**src/shared/sic_pkg.sv**
```systemverilog
// Constants and types of the status indicator controller.
package sic_pkg;

	// Clock rate and the millisecond tick derived from it.
	localparam int unsigned SIC_CLK_HZ      = 40_000_000;
	localparam int unsigned SIC_TICK_MS     = 1;
	localparam int unsigned SIC_TICK_CYCLES =
		SIC_CLK_HZ / 1000 * SIC_TICK_MS;

	// Blink half period and alarm alternation dwell, in ms.
	localparam int          SIC_MS_W        = 16;
	localparam logic [15:0] SIC_BLINK_MS    = 16'h01f4;
	localparam logic [15:0] SIC_DWELL_MS    = 16'h03e8;

	// Register byte offsets.
	localparam logic [7:0] SIC_CFG_PEND = 8'h00;
	localparam logic [7:0] SIC_CFG_ACT  = 8'h04;
	localparam logic [7:0] SIC_CTRL     = 8'h08;
	localparam logic [7:0] SIC_STATE    = 8'h0c;
	localparam logic [7:0] SIC_INT_STAT = 8'h10;
	localparam logic [7:0] SIC_INT_MASK = 8'h14;

	// Control bit that requests a software reset.
	localparam int SIC_CTRL_SRST = 0;

	// Interrupt status bits.
	localparam int SIC_INT_ALARM = 0;
	localparam int SIC_INT_WARN  = 1;
	localparam int SIC_INT_LINKA = 2;
	localparam int SIC_INT_LINKB = 3;
	localparam int SIC_INT_READY = 4;
	localparam int SIC_INT_W     = 5;

	// Decimal point positions for the servo state.
	localparam int SIC_DP_ON  = 0;
	localparam int SIC_DP_RDY = 1;

	// Character codes; 0 to 15 are hexadecimal digits.
	localparam logic [4:0] SIC_CH_BOOT   = 5'h10;
	localparam logic [4:0] SIC_CH_DASH   = 5'h11;
	localparam logic [4:0] SIC_CH_NOCTRL = 5'h12;
	localparam logic [4:0] SIC_CH_NOLINK = 5'h13;
	localparam logic [4:0] SIC_CH_PREOP  = 5'h14;
	localparam logic [4:0] SIC_CH_SAFEOP = 5'h15;
	localparam logic [4:0] SIC_CH_RSVD   = 5'h16;
	localparam logic [4:0] SIC_CH_TEST   = 5'h17;
	localparam logic [4:0] SIC_CH_CPUERR = 5'h18;
	localparam logic [4:0] SIC_CH_UPDATE = 5'h19;
	localparam logic [4:0] SIC_CH_INIT   = 5'h1a;
	localparam logic [4:0] SIC_CH_IPSET  = 5'h1b;
	localparam logic [4:0] SIC_CH_ONLINE = 5'h1c;
	localparam logic [4:0] SIC_CH_ALARM  = 5'h1d;

	// Display views.
	typedef enum logic [1:0] {
		SIC_BOOT,
		SIC_NET,
		SIC_ALM
	} sic_view_t;

	// Status inputs from the amplifier's own logic.
	typedef struct packed {
		logic        sys_check_done;
		logic        amp_started;
		logic        amp_on;
		logic        ctrl_connected;
		logic        data_linked;
		logic        nm_preop;
		logic        nm_safeop;
		logic        reserved_stn;
		logic        test_mode;
		logic        cpu_wdt_err;
		logic        fw_updating;
		logic        param_init;
		logic        ip_setting;
		logic        alarm;
		logic        warning;
		logic        safety_ok;
		logic        servo_ready;
		logic        servo_on;
		logic [11:0] alarm_code;
		logic [7:0]  ip_octet4;
	} sic_status_t;

endpackage

```
**src/rtl/sic_top.sv**
```systemverilog
// Status indicator controller: display, LEDs and register port.
`timescale 1ns/100ps
module sic_top import sic_pkg::*; #(
	parameter int          DIGITS      = 3,
	parameter int          NPORTS      = 2,
	parameter int unsigned TICK_CYCLES = SIC_TICK_CYCLES
) (
	input  logic                    ref_clk,
	input  logic                    resetn,
	input  sic_status_t             status,
	input  logic [NPORTS-1:0]       port_link,
	input  logic [NPORTS-1:0]       port_line_err,
	input  logic [7:0]              bus_addr,
	input  logic [31:0]             bus_wdata,
	input  logic                    bus_wr,
	input  logic                    bus_rd,
	output logic [31:0]             bus_rdata,
	output logic                    irq,
	output logic [DIGITS-1:0][4:0]  disp_char,
	output logic [DIGITS-1:0]       disp_dp,
	output logic                    operating_led,
	output logic                    fault_network_led,
	output logic                    safety_ready_led,
	output logic [NPORTS-1:0]       link_led,
	output logic [NPORTS-1:0]       line_error_led
);

	localparam int TICK_W = $clog2(TICK_CYCLES);

	sic_view_t             view;        // Current display view.
	logic [TICK_W-1:0]     tick_cnt;    // Millisecond divider.
	logic                  ms_tick;     // One-cycle ms enable.
	logic [SIC_MS_W-1:0]   blink_cnt;   // Blink half period count.
	logic                  blink_hit;   // Half period elapsed.
	logic                  blink_phase; // Blink on/off phase.
	logic [SIC_MS_W-1:0]   dwell_cnt;   // Alternation dwell count.
	logic                  dwell_hit;   // Dwell elapsed.
	logic [SIC_MS_W-1:0]   cfg_pend;    // Written, not yet applied.
	logic [SIC_MS_W-1:0]   cfg_act;     // Applied blink half period.
	logic                  soft_rst;    // Software reset pulse.
	logic [SIC_INT_W-1:0]  int_stat;    // Sticky event bits.
	logic [SIC_INT_W-1:0]  int_mask;    // Interrupt enables.
	logic [SIC_INT_W-1:0]  events;      // Event pulses this cycle.
	logic                  alarm_q;     // Alarm one cycle ago.
	logic                  warn_q;      // Warning one cycle ago.
	logic [NPORTS-1:0]     link_s1;     // Link synchroniser stage 1.
	logic [NPORTS-1:0]     link_s2;     // Link synchroniser stage 2.
	logic [NPORTS-1:0]     link_s3;     // Link synchroniser stage 3.
	logic [NPORTS-1:0]     link_st;     // Debounced link level.
	logic [NPORTS-1:0]     lerr_s1;     // Error synchroniser stage 1.
	logic [NPORTS-1:0]     lerr_s2;     // Error synchroniser stage 2.
	logic [NPORTS-1:0]     lerr_s3;     // Error synchroniser stage 3.
	logic [NPORTS-1:0]     lerr_st;     // Debounced line error level.
	logic [NPORTS-1:0]     link_chg;    // Debounced link changes.
	logic                  show_ip;     // Connected and operational.
	logic                  any_alm;     // Alarm or warning active.
	logic [4:0]            net_code;    // Leading network pattern.

	// Leading pattern: special states first, then network state.
	always_comb begin
		show_ip  = 1'b0;
		net_code = SIC_CH_ONLINE;
		if (status.cpu_wdt_err) begin
			net_code = SIC_CH_CPUERR;
		end else if (status.fw_updating) begin
			net_code = SIC_CH_UPDATE;
		end else if (status.param_init) begin
			net_code = SIC_CH_INIT;
		end else if (status.ip_setting) begin
			net_code = SIC_CH_IPSET;
		end else if (status.test_mode) begin
			net_code = SIC_CH_TEST;
		end else if (!status.ctrl_connected) begin
			net_code = SIC_CH_NOCTRL;
		end else if (!status.data_linked) begin
			net_code = SIC_CH_NOLINK;
		end else if (status.reserved_stn) begin
			net_code = SIC_CH_RSVD;
		end else if (status.nm_preop) begin
			net_code = SIC_CH_PREOP;
		end else if (status.nm_safeop) begin
			net_code = SIC_CH_SAFEOP;
		end else begin
			show_ip = 1'b1;
		end
	end

	assign any_alm = status.alarm | status.warning;

	// Builds one display frame for the given view.
	function automatic logic [DIGITS-1:0][4:0] frame(
		input sic_view_t   v,
		input logic [4:0]  code,
		input logic        ip,
		input sic_status_t st
	);
		logic [DIGITS-1:0][4:0] f;
		f = '0;
		for (int i = 0; i < DIGITS; i++) begin
			case (v)
				SIC_BOOT: begin
					f[i] = SIC_CH_BOOT;
				end
				SIC_ALM: begin
					// Alarm code nibbles, low digit rightmost.
					if (i < 3) begin
						f[i] = {1'b0, st.alarm_code[i*4 +: 4]};
					end else begin
						f[i] = SIC_CH_ALARM;
					end
				end
				default: begin
					// Octet four in hex on the last two digits.
					if (ip && i < 2) begin
						f[i] = {1'b0, st.ip_octet4[i*4 +: 4]};
					end else if (i == DIGITS-1) begin
						f[i] = code;
					end else begin
						f[i] = ip ? code : SIC_CH_DASH;
					end
				end
			endcase
		end
		return f;
	endfunction

	// Register read decode for the plain port.
	function automatic logic [31:0] reg_read(input logic [7:0] a);
		case (a)
			SIC_CFG_PEND: reg_read = 32'(cfg_pend);
			SIC_CFG_ACT:  reg_read = 32'(cfg_act);
			SIC_STATE:    reg_read = 32'({lerr_st, link_st,
				safety_ready_led, fault_network_led,
				operating_led, blink_phase, view});
			SIC_INT_STAT: reg_read = 32'(int_stat);
			SIC_INT_MASK: reg_read = 32'(int_mask);
			default:      reg_read = 32'h0000_0000;
		endcase
	endfunction

	// Millisecond enable from the clock divider.
	always_ff @(posedge ref_clk or negedge resetn) begin
		if (!resetn) begin
			tick_cnt <= '0;
			ms_tick  <= 1'b0;
		end else if (tick_cnt == TICK_W'(TICK_CYCLES - 1)) begin
			tick_cnt <= '0;
			ms_tick  <= 1'b1;
		end else begin
			tick_cnt <= tick_cnt + 1'b1;
			ms_tick  <= 1'b0;
		end
	end

	// Blink half period counted in ms from the applied setting.
	assign blink_hit = ms_tick && (blink_cnt + 1'b1 >= cfg_act);

	always_ff @(posedge ref_clk or negedge resetn) begin
		if (!resetn) begin
			blink_cnt   <= '0;
			blink_phase <= 1'b0;
		end else if (blink_hit) begin
			blink_cnt   <= '0;
			blink_phase <= ~blink_phase;
		end else if (ms_tick) begin
			blink_cnt <= blink_cnt + 1'b1;
		end
	end

	// Dwell timer paces the network/alarm alternation.
	assign dwell_hit = ms_tick && (dwell_cnt + 1'b1 >= SIC_DWELL_MS);

	always_ff @(posedge ref_clk or negedge resetn) begin
		if (!resetn) begin
			dwell_cnt <= '0;
		end else if (dwell_hit || view == SIC_BOOT) begin
			dwell_cnt <= '0;
		end else if (ms_tick) begin
			dwell_cnt <= dwell_cnt + 1'b1;
		end
	end

	// View sequencing: boot, then network, alternating with alarm.
	always_ff @(posedge ref_clk or negedge resetn) begin
		if (!resetn) begin
			view <= SIC_BOOT;
		end else if (soft_rst) begin
			view <= SIC_BOOT;
		end else begin
			case (view)
				SIC_BOOT: begin
					// Hold until the check is done and amp started.
					if (status.sys_check_done &&
						status.amp_started) begin
						view <= SIC_NET;
					end
				end
				SIC_NET: begin
					if (any_alm && dwell_hit) begin
						view <= SIC_ALM;
					end
				end
				SIC_ALM: begin
					if (!any_alm || dwell_hit) begin
						view <= SIC_NET;
					end
				end
				default: begin
					view <= SIC_BOOT;
				end
			endcase
		end
	end

	// Display characters and servo-state decimal points.
	always_ff @(posedge ref_clk or negedge resetn) begin
		if (!resetn) begin
			disp_char <= '0;
			disp_dp   <= '0;
		end else begin
			disp_char <= frame(view, net_code, show_ip, status);
			disp_dp   <= '0;
			if (view != SIC_BOOT) begin
				disp_dp[SIC_DP_ON]  <= status.servo_on;
				disp_dp[SIC_DP_RDY] <= status.servo_ready;
			end
		end
	end

	// Port pins pass three flops; a change counts when 2 and 3 agree.
	for (genvar p = 0; p < NPORTS; p++) begin : g_port
		always_ff @(posedge ref_clk or negedge resetn) begin
			if (!resetn) begin
				link_s1[p] <= 1'b0;
				link_s2[p] <= 1'b0;
				link_s3[p] <= 1'b0;
				link_st[p] <= 1'b0;
				lerr_s1[p] <= 1'b0;
				lerr_s2[p] <= 1'b0;
				lerr_s3[p] <= 1'b0;
				lerr_st[p] <= 1'b0;
			end else begin
				link_s1[p] <= port_link[p];
				link_s2[p] <= link_s1[p];
				link_s3[p] <= link_s2[p];
				lerr_s1[p] <= port_line_err[p];
				lerr_s2[p] <= lerr_s1[p];
				lerr_s3[p] <= lerr_s2[p];
				if (link_s2[p] == link_s3[p]) begin
					link_st[p] <= link_s3[p];
				end
				if (lerr_s2[p] == lerr_s3[p]) begin
					lerr_st[p] <= lerr_s3[p];
				end
			end
		end
		assign link_chg[p] = (link_s2[p] == link_s3[p]) &&
			(link_s3[p] != link_st[p]);
	end

	// LED drivers.
	always_ff @(posedge ref_clk or negedge resetn) begin
		if (!resetn) begin
			operating_led     <= 1'b0;
			fault_network_led <= 1'b0;
			safety_ready_led  <= 1'b0;
			link_led          <= '0;
			line_error_led    <= '0;
		end else begin
			operating_led <= status.amp_on && !status.alarm;
			if (status.alarm) begin
				fault_network_led <= 1'b1;
			end else if (status.warning) begin
				fault_network_led <= blink_phase;
			end else begin
				fault_network_led <= 1'b0;
			end
			safety_ready_led <= status.safety_ok;
			link_led         <= link_st;
			line_error_led   <= lerr_st;
		end
	end

	// Configuration: pending applies only at a software reset.
	always_ff @(posedge ref_clk or negedge resetn) begin
		if (!resetn) begin
			cfg_pend <= SIC_BLINK_MS;
			cfg_act  <= SIC_BLINK_MS;
			soft_rst <= 1'b0;
		end else begin
			soft_rst <= bus_wr && bus_addr == SIC_CTRL &&
				bus_wdata[SIC_CTRL_SRST];
			if (bus_wr && bus_addr == SIC_CFG_PEND) begin
				cfg_pend <= bus_wdata[SIC_MS_W-1:0];
			end
			if (soft_rst) begin
				cfg_act <= cfg_pend;
			end
		end
	end

	// Interrupt events: rising alarm/warning, link change, ready.
	always_comb begin
		events                = '0;
		events[SIC_INT_ALARM] = status.alarm && !alarm_q;
		events[SIC_INT_WARN]  = status.warning && !warn_q;
		events[SIC_INT_LINKA] = link_chg[0];
		events[SIC_INT_LINKB] = link_chg[NPORTS-1];
		events[SIC_INT_READY] = view == SIC_BOOT &&
			status.sys_check_done && status.amp_started && !soft_rst;
	end

	// Sticky status, write one to clear; a new event wins.
	always_ff @(posedge ref_clk or negedge resetn) begin
		if (!resetn) begin
			int_stat <= '0;
			int_mask <= '0;
			alarm_q  <= 1'b0;
			warn_q   <= 1'b0;
			irq      <= 1'b0;
		end else begin
			alarm_q <= status.alarm;
			warn_q  <= status.warning;
			if (bus_wr && bus_addr == SIC_INT_STAT) begin
				int_stat <= (int_stat &
					~bus_wdata[SIC_INT_W-1:0]) | events;
			end else begin
				int_stat <= int_stat | events;
			end
			if (bus_wr && bus_addr == SIC_INT_MASK) begin
				int_mask <= bus_wdata[SIC_INT_W-1:0];
			end
			irq <= |(int_stat & int_mask);
		end
	end

	// Read data stands only in the cycle after the read strobe.
	always_ff @(posedge ref_clk or negedge resetn) begin
		if (!resetn) begin
			bus_rdata <= '0;
		end else if (bus_rd) begin
			bus_rdata <= reg_read(bus_addr);
		end else begin
			bus_rdata <= '0;
		end
	end
endmodule

```
**config.mk**
```make
export PLATFORM = sky130hd
export DESIGN_NAME = sic_top
export DESIGN_NICKNAME = d
export VERILOG_FILES = /design/src/shared/sic_pkg.sv /design/src/rtl/sic_top.sv
export SDC_FILE = /design/constraint.sdc
export NUM_CORES = 1
export LEC_CHECK = 0
export BUFFER_PORTS_ARGS = -buffer_cell sky130_fd_sc_hd__buf_2
export CAP_MARGIN = 10
export CELL_PAD_IN_SITES_DETAIL_PLACEMENT = 0
export CELL_PAD_IN_SITES_GLOBAL_PLACEMENT = 1
export CORE_UTILIZATION = 43
export CTS_CLUSTER_DIAMETER = 150
export CTS_CLUSTER_SIZE = 25
export DETAILED_ROUTE_END_ITERATION = 10
export PLACE_DENSITY_LB_ADDON = 0.1
export REMOVE_ABC_BUFFERS = 1
export SETUP_SLACK_MARGIN = 0.05
export SKIP_CTS_REPAIR_TIMING = 1
export SLEW_MARGIN = 20
export SYNTH_ARGS = -nofsm -noshare
export SYNTH_HDL_FRONTEND = slang
export SYNTH_SLANG_ARGS = --single-unit
export TNS_END_PERCENT = 30
```
**constraint.sdc**
```tcl
create_clock -name ref_clk -period 4 [get_ports ref_clk]
set_clock_uncertainty 0.1 [all_clocks]
set_input_delay 0.8 -clock ref_clk [delete_from_list [all_inputs] [get_ports ref_clk]]
set_output_delay 0.8 -clock ref_clk [all_outputs]
set_load 0.005 [all_outputs]
```
After elaboration in Yosys (flattened, before gate mapping)

Index checks and enable logic that the tools add are counted.

Register bits: 170
Word-level logic and storage cells: 142

$add $sub $neg: 3
Reduce and logical (&&, ||, !) cells: 31
Muxes and demuxes: 42
Bitwise logic cells: 7
$lt $le $gt $ge: 2
Equal/unequal tests: 17

Operators by type and width:

| operator                                                             | count |
|---|---|
| 2-to-1 mux 16 bit                                                    | 5 |
| case mux 16 bit (5 select lines)                                     | 1 |
| adder 16 x 1 -> 16 bit (second input constant)                       | 3 |
| 2-to-1 mux 32 bit                                                    | 1 |
| 2-to-1 mux 5 bit                                                     | 6 |
| case mux 5 bit (2 select lines)                                      | 3 |
| 2-to-1 mux 4 bit                                                     | 7 |
| logical AND 1 bit                                                    | 17 |
| equality test 16 bit (second input constant)                         | 1 |
| equality test 8 x 4 -> 1 bit (second input constant)                 | 2 |
| equality test 8 x 5 -> 1 bit (second input constant)                 | 2 |
| greater-or-equal comparator 16 x 10 -> 1 bit (second input constant) | 1 |
| greater-or-equal comparator 16 bit                                   | 1 |
| 2-to-1 mux 1 bit                                                     | 13 |
| AND 5 bit                                                            | 2 |
| 2-to-1 mux 2 bit                                                     | 5 |
| OR 5 bit                                                             | 2 |
| != test 3 bit (second input constant)                                | 3 |
| equality test 8 x 3 -> 1 bit (second input constant)                 | 1 |
| zero test 8 bit                                                      | 1 |
| case mux 2 bit (3 select lines)                                      | 1 |
| nonzero test 2 bit                                                   | 3 |
| zero test 1 bit                                                      | 5 |
| NOT 5 bit                                                            | 1 |
| 10 further kinds                                                     | 15 |

Depth between registers and ports, before layout

Depth in word-level cells: 12
Gate-level depth with buffers: 14
Depth with buffers taken out: 13

Worst setup path before layout

No wires, ideal clock.

Path type: flip-flop to flip-flop
Start point: reg blink_cnt[2]
End point: reg blink_cnt[2]
Period minus slack after synthesis: 3399 ps
Data required time: 3782 ps
Arrival time: 3181 ps
Library setup time: 118 ps
Cell stages (with the launch flop): 14
Path slack: 601 ps
Cells stage by stage: dfrtp_1 -> and3_1 -> and3_1 -> and3_1 -> and2_0 -> and3_1 -> xor2_1 -> ha_1 -> nand4_1 -> or2_2 -> o221ai_1 -> clkbuf_1 -> o21ai_0 -> a21o_1

Word-level cells in the longest chain between the ends: 4
Elaborated cells on any way between the ends: 6
Those cells by class: add/sub: 1; order compare: 1; mux: 2; reduce/logical: 2

Ends and longest elaborated chain:

| what                                                    | RTL line                       | text |
|---|---|---|
| from (decl)                                             | sic_top.sv:33                  | `logic [SIC_MS_W-1:0] blink_cnt;` |
| from (signal assigned)                                  | sic_top.sv:166                 | `blink_cnt <= blink_cnt + 1'b1;` |
| adder 16 x 1 -> 16 bit *                                | sic_top.sv:156, sic_top.sv:166 |  |
| greater-or-equal comparator 16 bit                      | sic_top.sv:156                 | `assign blink_hit = ms_tick && (blink_cnt + 1'b1 >= cfg_act);` |
| logical AND 1 bit                                       | sic_top.sv:156                 |  |
| 2-to-1 mux 16 bit or nonzero test 2 bit (tied branches) | -                              |  |

Mark *: on every way between the ends. The rest lies on a longest branch, timed or not. The select of a mux whose other input is x is not followed.
A chain may end at the register's enable or synchronous reset.

Worst setup path after layout

Start point: reg blink_cnt[2]
End point: reg blink_cnt[0]

Word-level cells in the longest chain between the ends: 4
Elaborated cells on any way between the ends: 5
Those cells by class: add/sub: 1; order compare: 1; mux: 1; reduce/logical: 2

Ends and longest elaborated chain:

| what                                                    | RTL line |
|---|---|
| adder 16 x 1 -> 16 bit *                                | sic_top.sv:156 |
| greater-or-equal comparator 16 bit *                    | sic_top.sv:156 |
| logical AND 1 bit *                                     | sic_top.sv:156 |
| 2-to-1 mux 16 bit or nonzero test 2 bit (tied branches) | - |

Mark *: on every way between the ends. The rest lies on a longest branch, timed or not.

==> results.toml <==
[finish]
final_area_um2 = 8470
nets = 879
final_core_util = 0.528
area.growth.synth_to_final_pct = 18.3
instances_no_fill = 1003
drive_gt1_frac = 0.259
num_antenna_cells = 0

[hold_path]
hold_class = "reg2reg"
hp-start = "lerr_s1[1]$_DFF_PN0_"
holdPathStages = 0
whs_endpoint = "lerr_s2[1]$_DFF_PN0_"

[placed_design]
dpl.cell_count = 971
dp_slack_ns = 0.519
dpl_cell_area_um2 = 7870
place.gp.congestion = 0.794
portBuffers = 110
dpl.hpwl_um = 11100

[floorplan]
core_um2 = 16100
initial_core_util = 0.446
die_height_um = 131
die_x_um = 131
die-area_um2 = 17200
rows = 46
ios = 144

[setup_path]
critPathBufInv = 0
end_kind = "flip-flop"
crit_family = "simple AND/OR/NAND/NOR gates"
reg2reg_to = "blink_cnt[0]$_DFFE_PN0P_"
critPathMaxStageDelay_ns = 0.47
cpMostUsedCell = "and3_1"
crit_required_ns = 4.27
path_cells = "and3_1 -> and3_1 -> and3_1 -> and2_0 -> nand3_1 -> xnor2_1 -> ha_1 -> a21o_1 -> a21o_1 -> a21oi_1 -> o221ai_1 -> nor2_1 -> mux2_2"
crit_path_top_delay_cell = "nor2_1"
reg2reg_slack_ns = 0.50
r2r-start = "blink_cnt[2]$_DFFE_PN0P_"
crit_fanout = 8
startpoint_type = "flip-flop"
cp.arrival_ns = 3.77
path_class = "reg2reg"
cp.depth = 13
ff2ff_path_depth = 13

[pwr]
ir_drop_mv = 0.295
finalPower_mw = 3.40
power_density_nw_per_um2 = 402
leakage_nw = 4.07

[yosys]
ys_top_cells_by_area = "dfrtp_1 (49%), mux2_2 (5.3%), dfstp_2 (4.4%)"
synth_edf_count = 0
ys_top_cells_by_count = "dfrtp_1 (141), nand2_1 (65), nor2_1 (64)"
synth-main-ff-cell = "dfrtp_1"
synthArstFlopShare = 1.00
synth-seq-cells = 153
yosysMostFrequentCell = "dfrtp_1"
synth_cell_types = 64
synth_cells = 664
ys_warn_count = 0
synth_area_um2 = 7160
yosys.area.top_type = "dfrtp_1"
yosysSeqAreaShare = 0.537
yosysTopAreaCellShare = 0.492
syn_area_per_cell_um2 = 10.8

[route]
via_count = 5207
drt-initial-drc-count = 360
drt-pass1-iter-count = 5
drc = 0
antenna_left = 0
wire_per_inst_um = 15.6
viasPerCell = 5.19
routed_wl_um = 15600

[timing]
relSlewSlack = 0.286
hold_viol = 0
layout_setup_ws_ns = 0.502
tns_ns = 0
drv_slew = 0
rsz0062_at_grt = "no"
worst_slew_pin_slew_ns = 1.06
hold_slack_ns = 0.248
period_needed_ns = 3.50
clock.fmax_mhz = 286
final.period_utilization = 0.874
setup_viol = 0

[global_route]
grt_max_degree = 83
grt_pass1_wl_um = 26000
grt_pass1_vias = 5160
grt-ovfl-total = 0
antenna_found_initial = 0
grt_usage = 0.197

[job]
drv_cap = 0

[clock_tree]
cts_max_level = 4
numCtsBuffers = 17
path_clk_slew_ns = 0.06
clk_latency_ns = 0.43
cts_num_sinks = 153
clockBufferDepth = 2
cts_tree = "yes"
cts_root_buf = "clkbuf_16"

[outcome]
status = "completed"
layout make-up:
cell class | instances | area [µm²]
Timing Repair Buffer | 117 | 609
Clock buffer | 17 | 425
Fill cell | 1448 | 7580
Sequential cell | 153 | 3840
Inverter | 24 | 90.1
Clock inverter | 15 | 175
Tap cell | 216 | 270
Multi-Input combinational cell | 461 | 3060
worst max path at each step:
stage | start | end
global placement | blink_cnt[2]$_DFFE_PN0P_ | blink_cnt[0]$_DFFE_PN0P_
global route | blink_cnt[2]$_DFFE_PN0P_ | blink_cnt[0]$_DFFE_PN0P_
CTS | blink_cnt[2]$_DFFE_PN0P_ | blink_cnt[0]$_DFFE_PN0P_
floorplan | blink_cnt[2]$_DFFE_PN0P_ | blink_cnt[0]$_DFFE_PN0P_
detailed placement | blink_cnt[2]$_DFFE_PN0P_ | blink_cnt[0]$_DFFE_PN0P_
finish | blink_cnt[2]$_DFFE_PN0P_ | blink_cnt[0]$_DFFE_PN0P_
logic make-up (layout without fill, tap and decap cells):
family                     Yosys count  in the layout  share of synthesized area
and+or+nand+nor                    232            232                      0.159
adders and majority gates           21             21                     0.0360
DFF                                153            153                      0.536
buffers and inverters               66            173                     0.0449
other                                1             17                   0.000523
muxes                               46             46                     0.0702
xor gates and xnor gates            36             36                     0.0440
AOI/OAI and AO/OA                  109            109                      0.109
layer usage:
layer  track usage  routed length [µm]
met4        0.0642                 167
met2         0.310                7570
met1         0.267                7300
met5             0                   0
met3        0.0471                 586
power by group:
part           internal [mW]  total (mW)  switching, mW  leakage (nW)
logic                 0.0665       0.151         0.0845          1.81
clock network          0.982        1.64          0.661         0.297
registers               1.59        1.61         0.0231          1.96
cell usage in the layout (no fill, tap or decap), types with 13 or more instances in the layout:
cell	instances
nor2_1	64
mux2_2	34
nand2_1	65
dfrtp_1	141
conb_1	17
xnor2_1	20
and3_1	13
o21ai_0	32
buf_2	109
nand3_1	26
inv_1	24
ha_1	19
xor2_1	16
clkbuf_16	17
a22o_1	14
registers in the layout, summed over array words and instances (netlist names), 5 cells and up:
signal	cells
blink_cnt	16
bus_rdata	16
cfg_act	16
cfg_pend	16
dwell_cnt	16
tick_cnt	16
disp_char	14
int_mask	5
int_stat	5
Note: power is estimated with default switching activity, not from simulation.
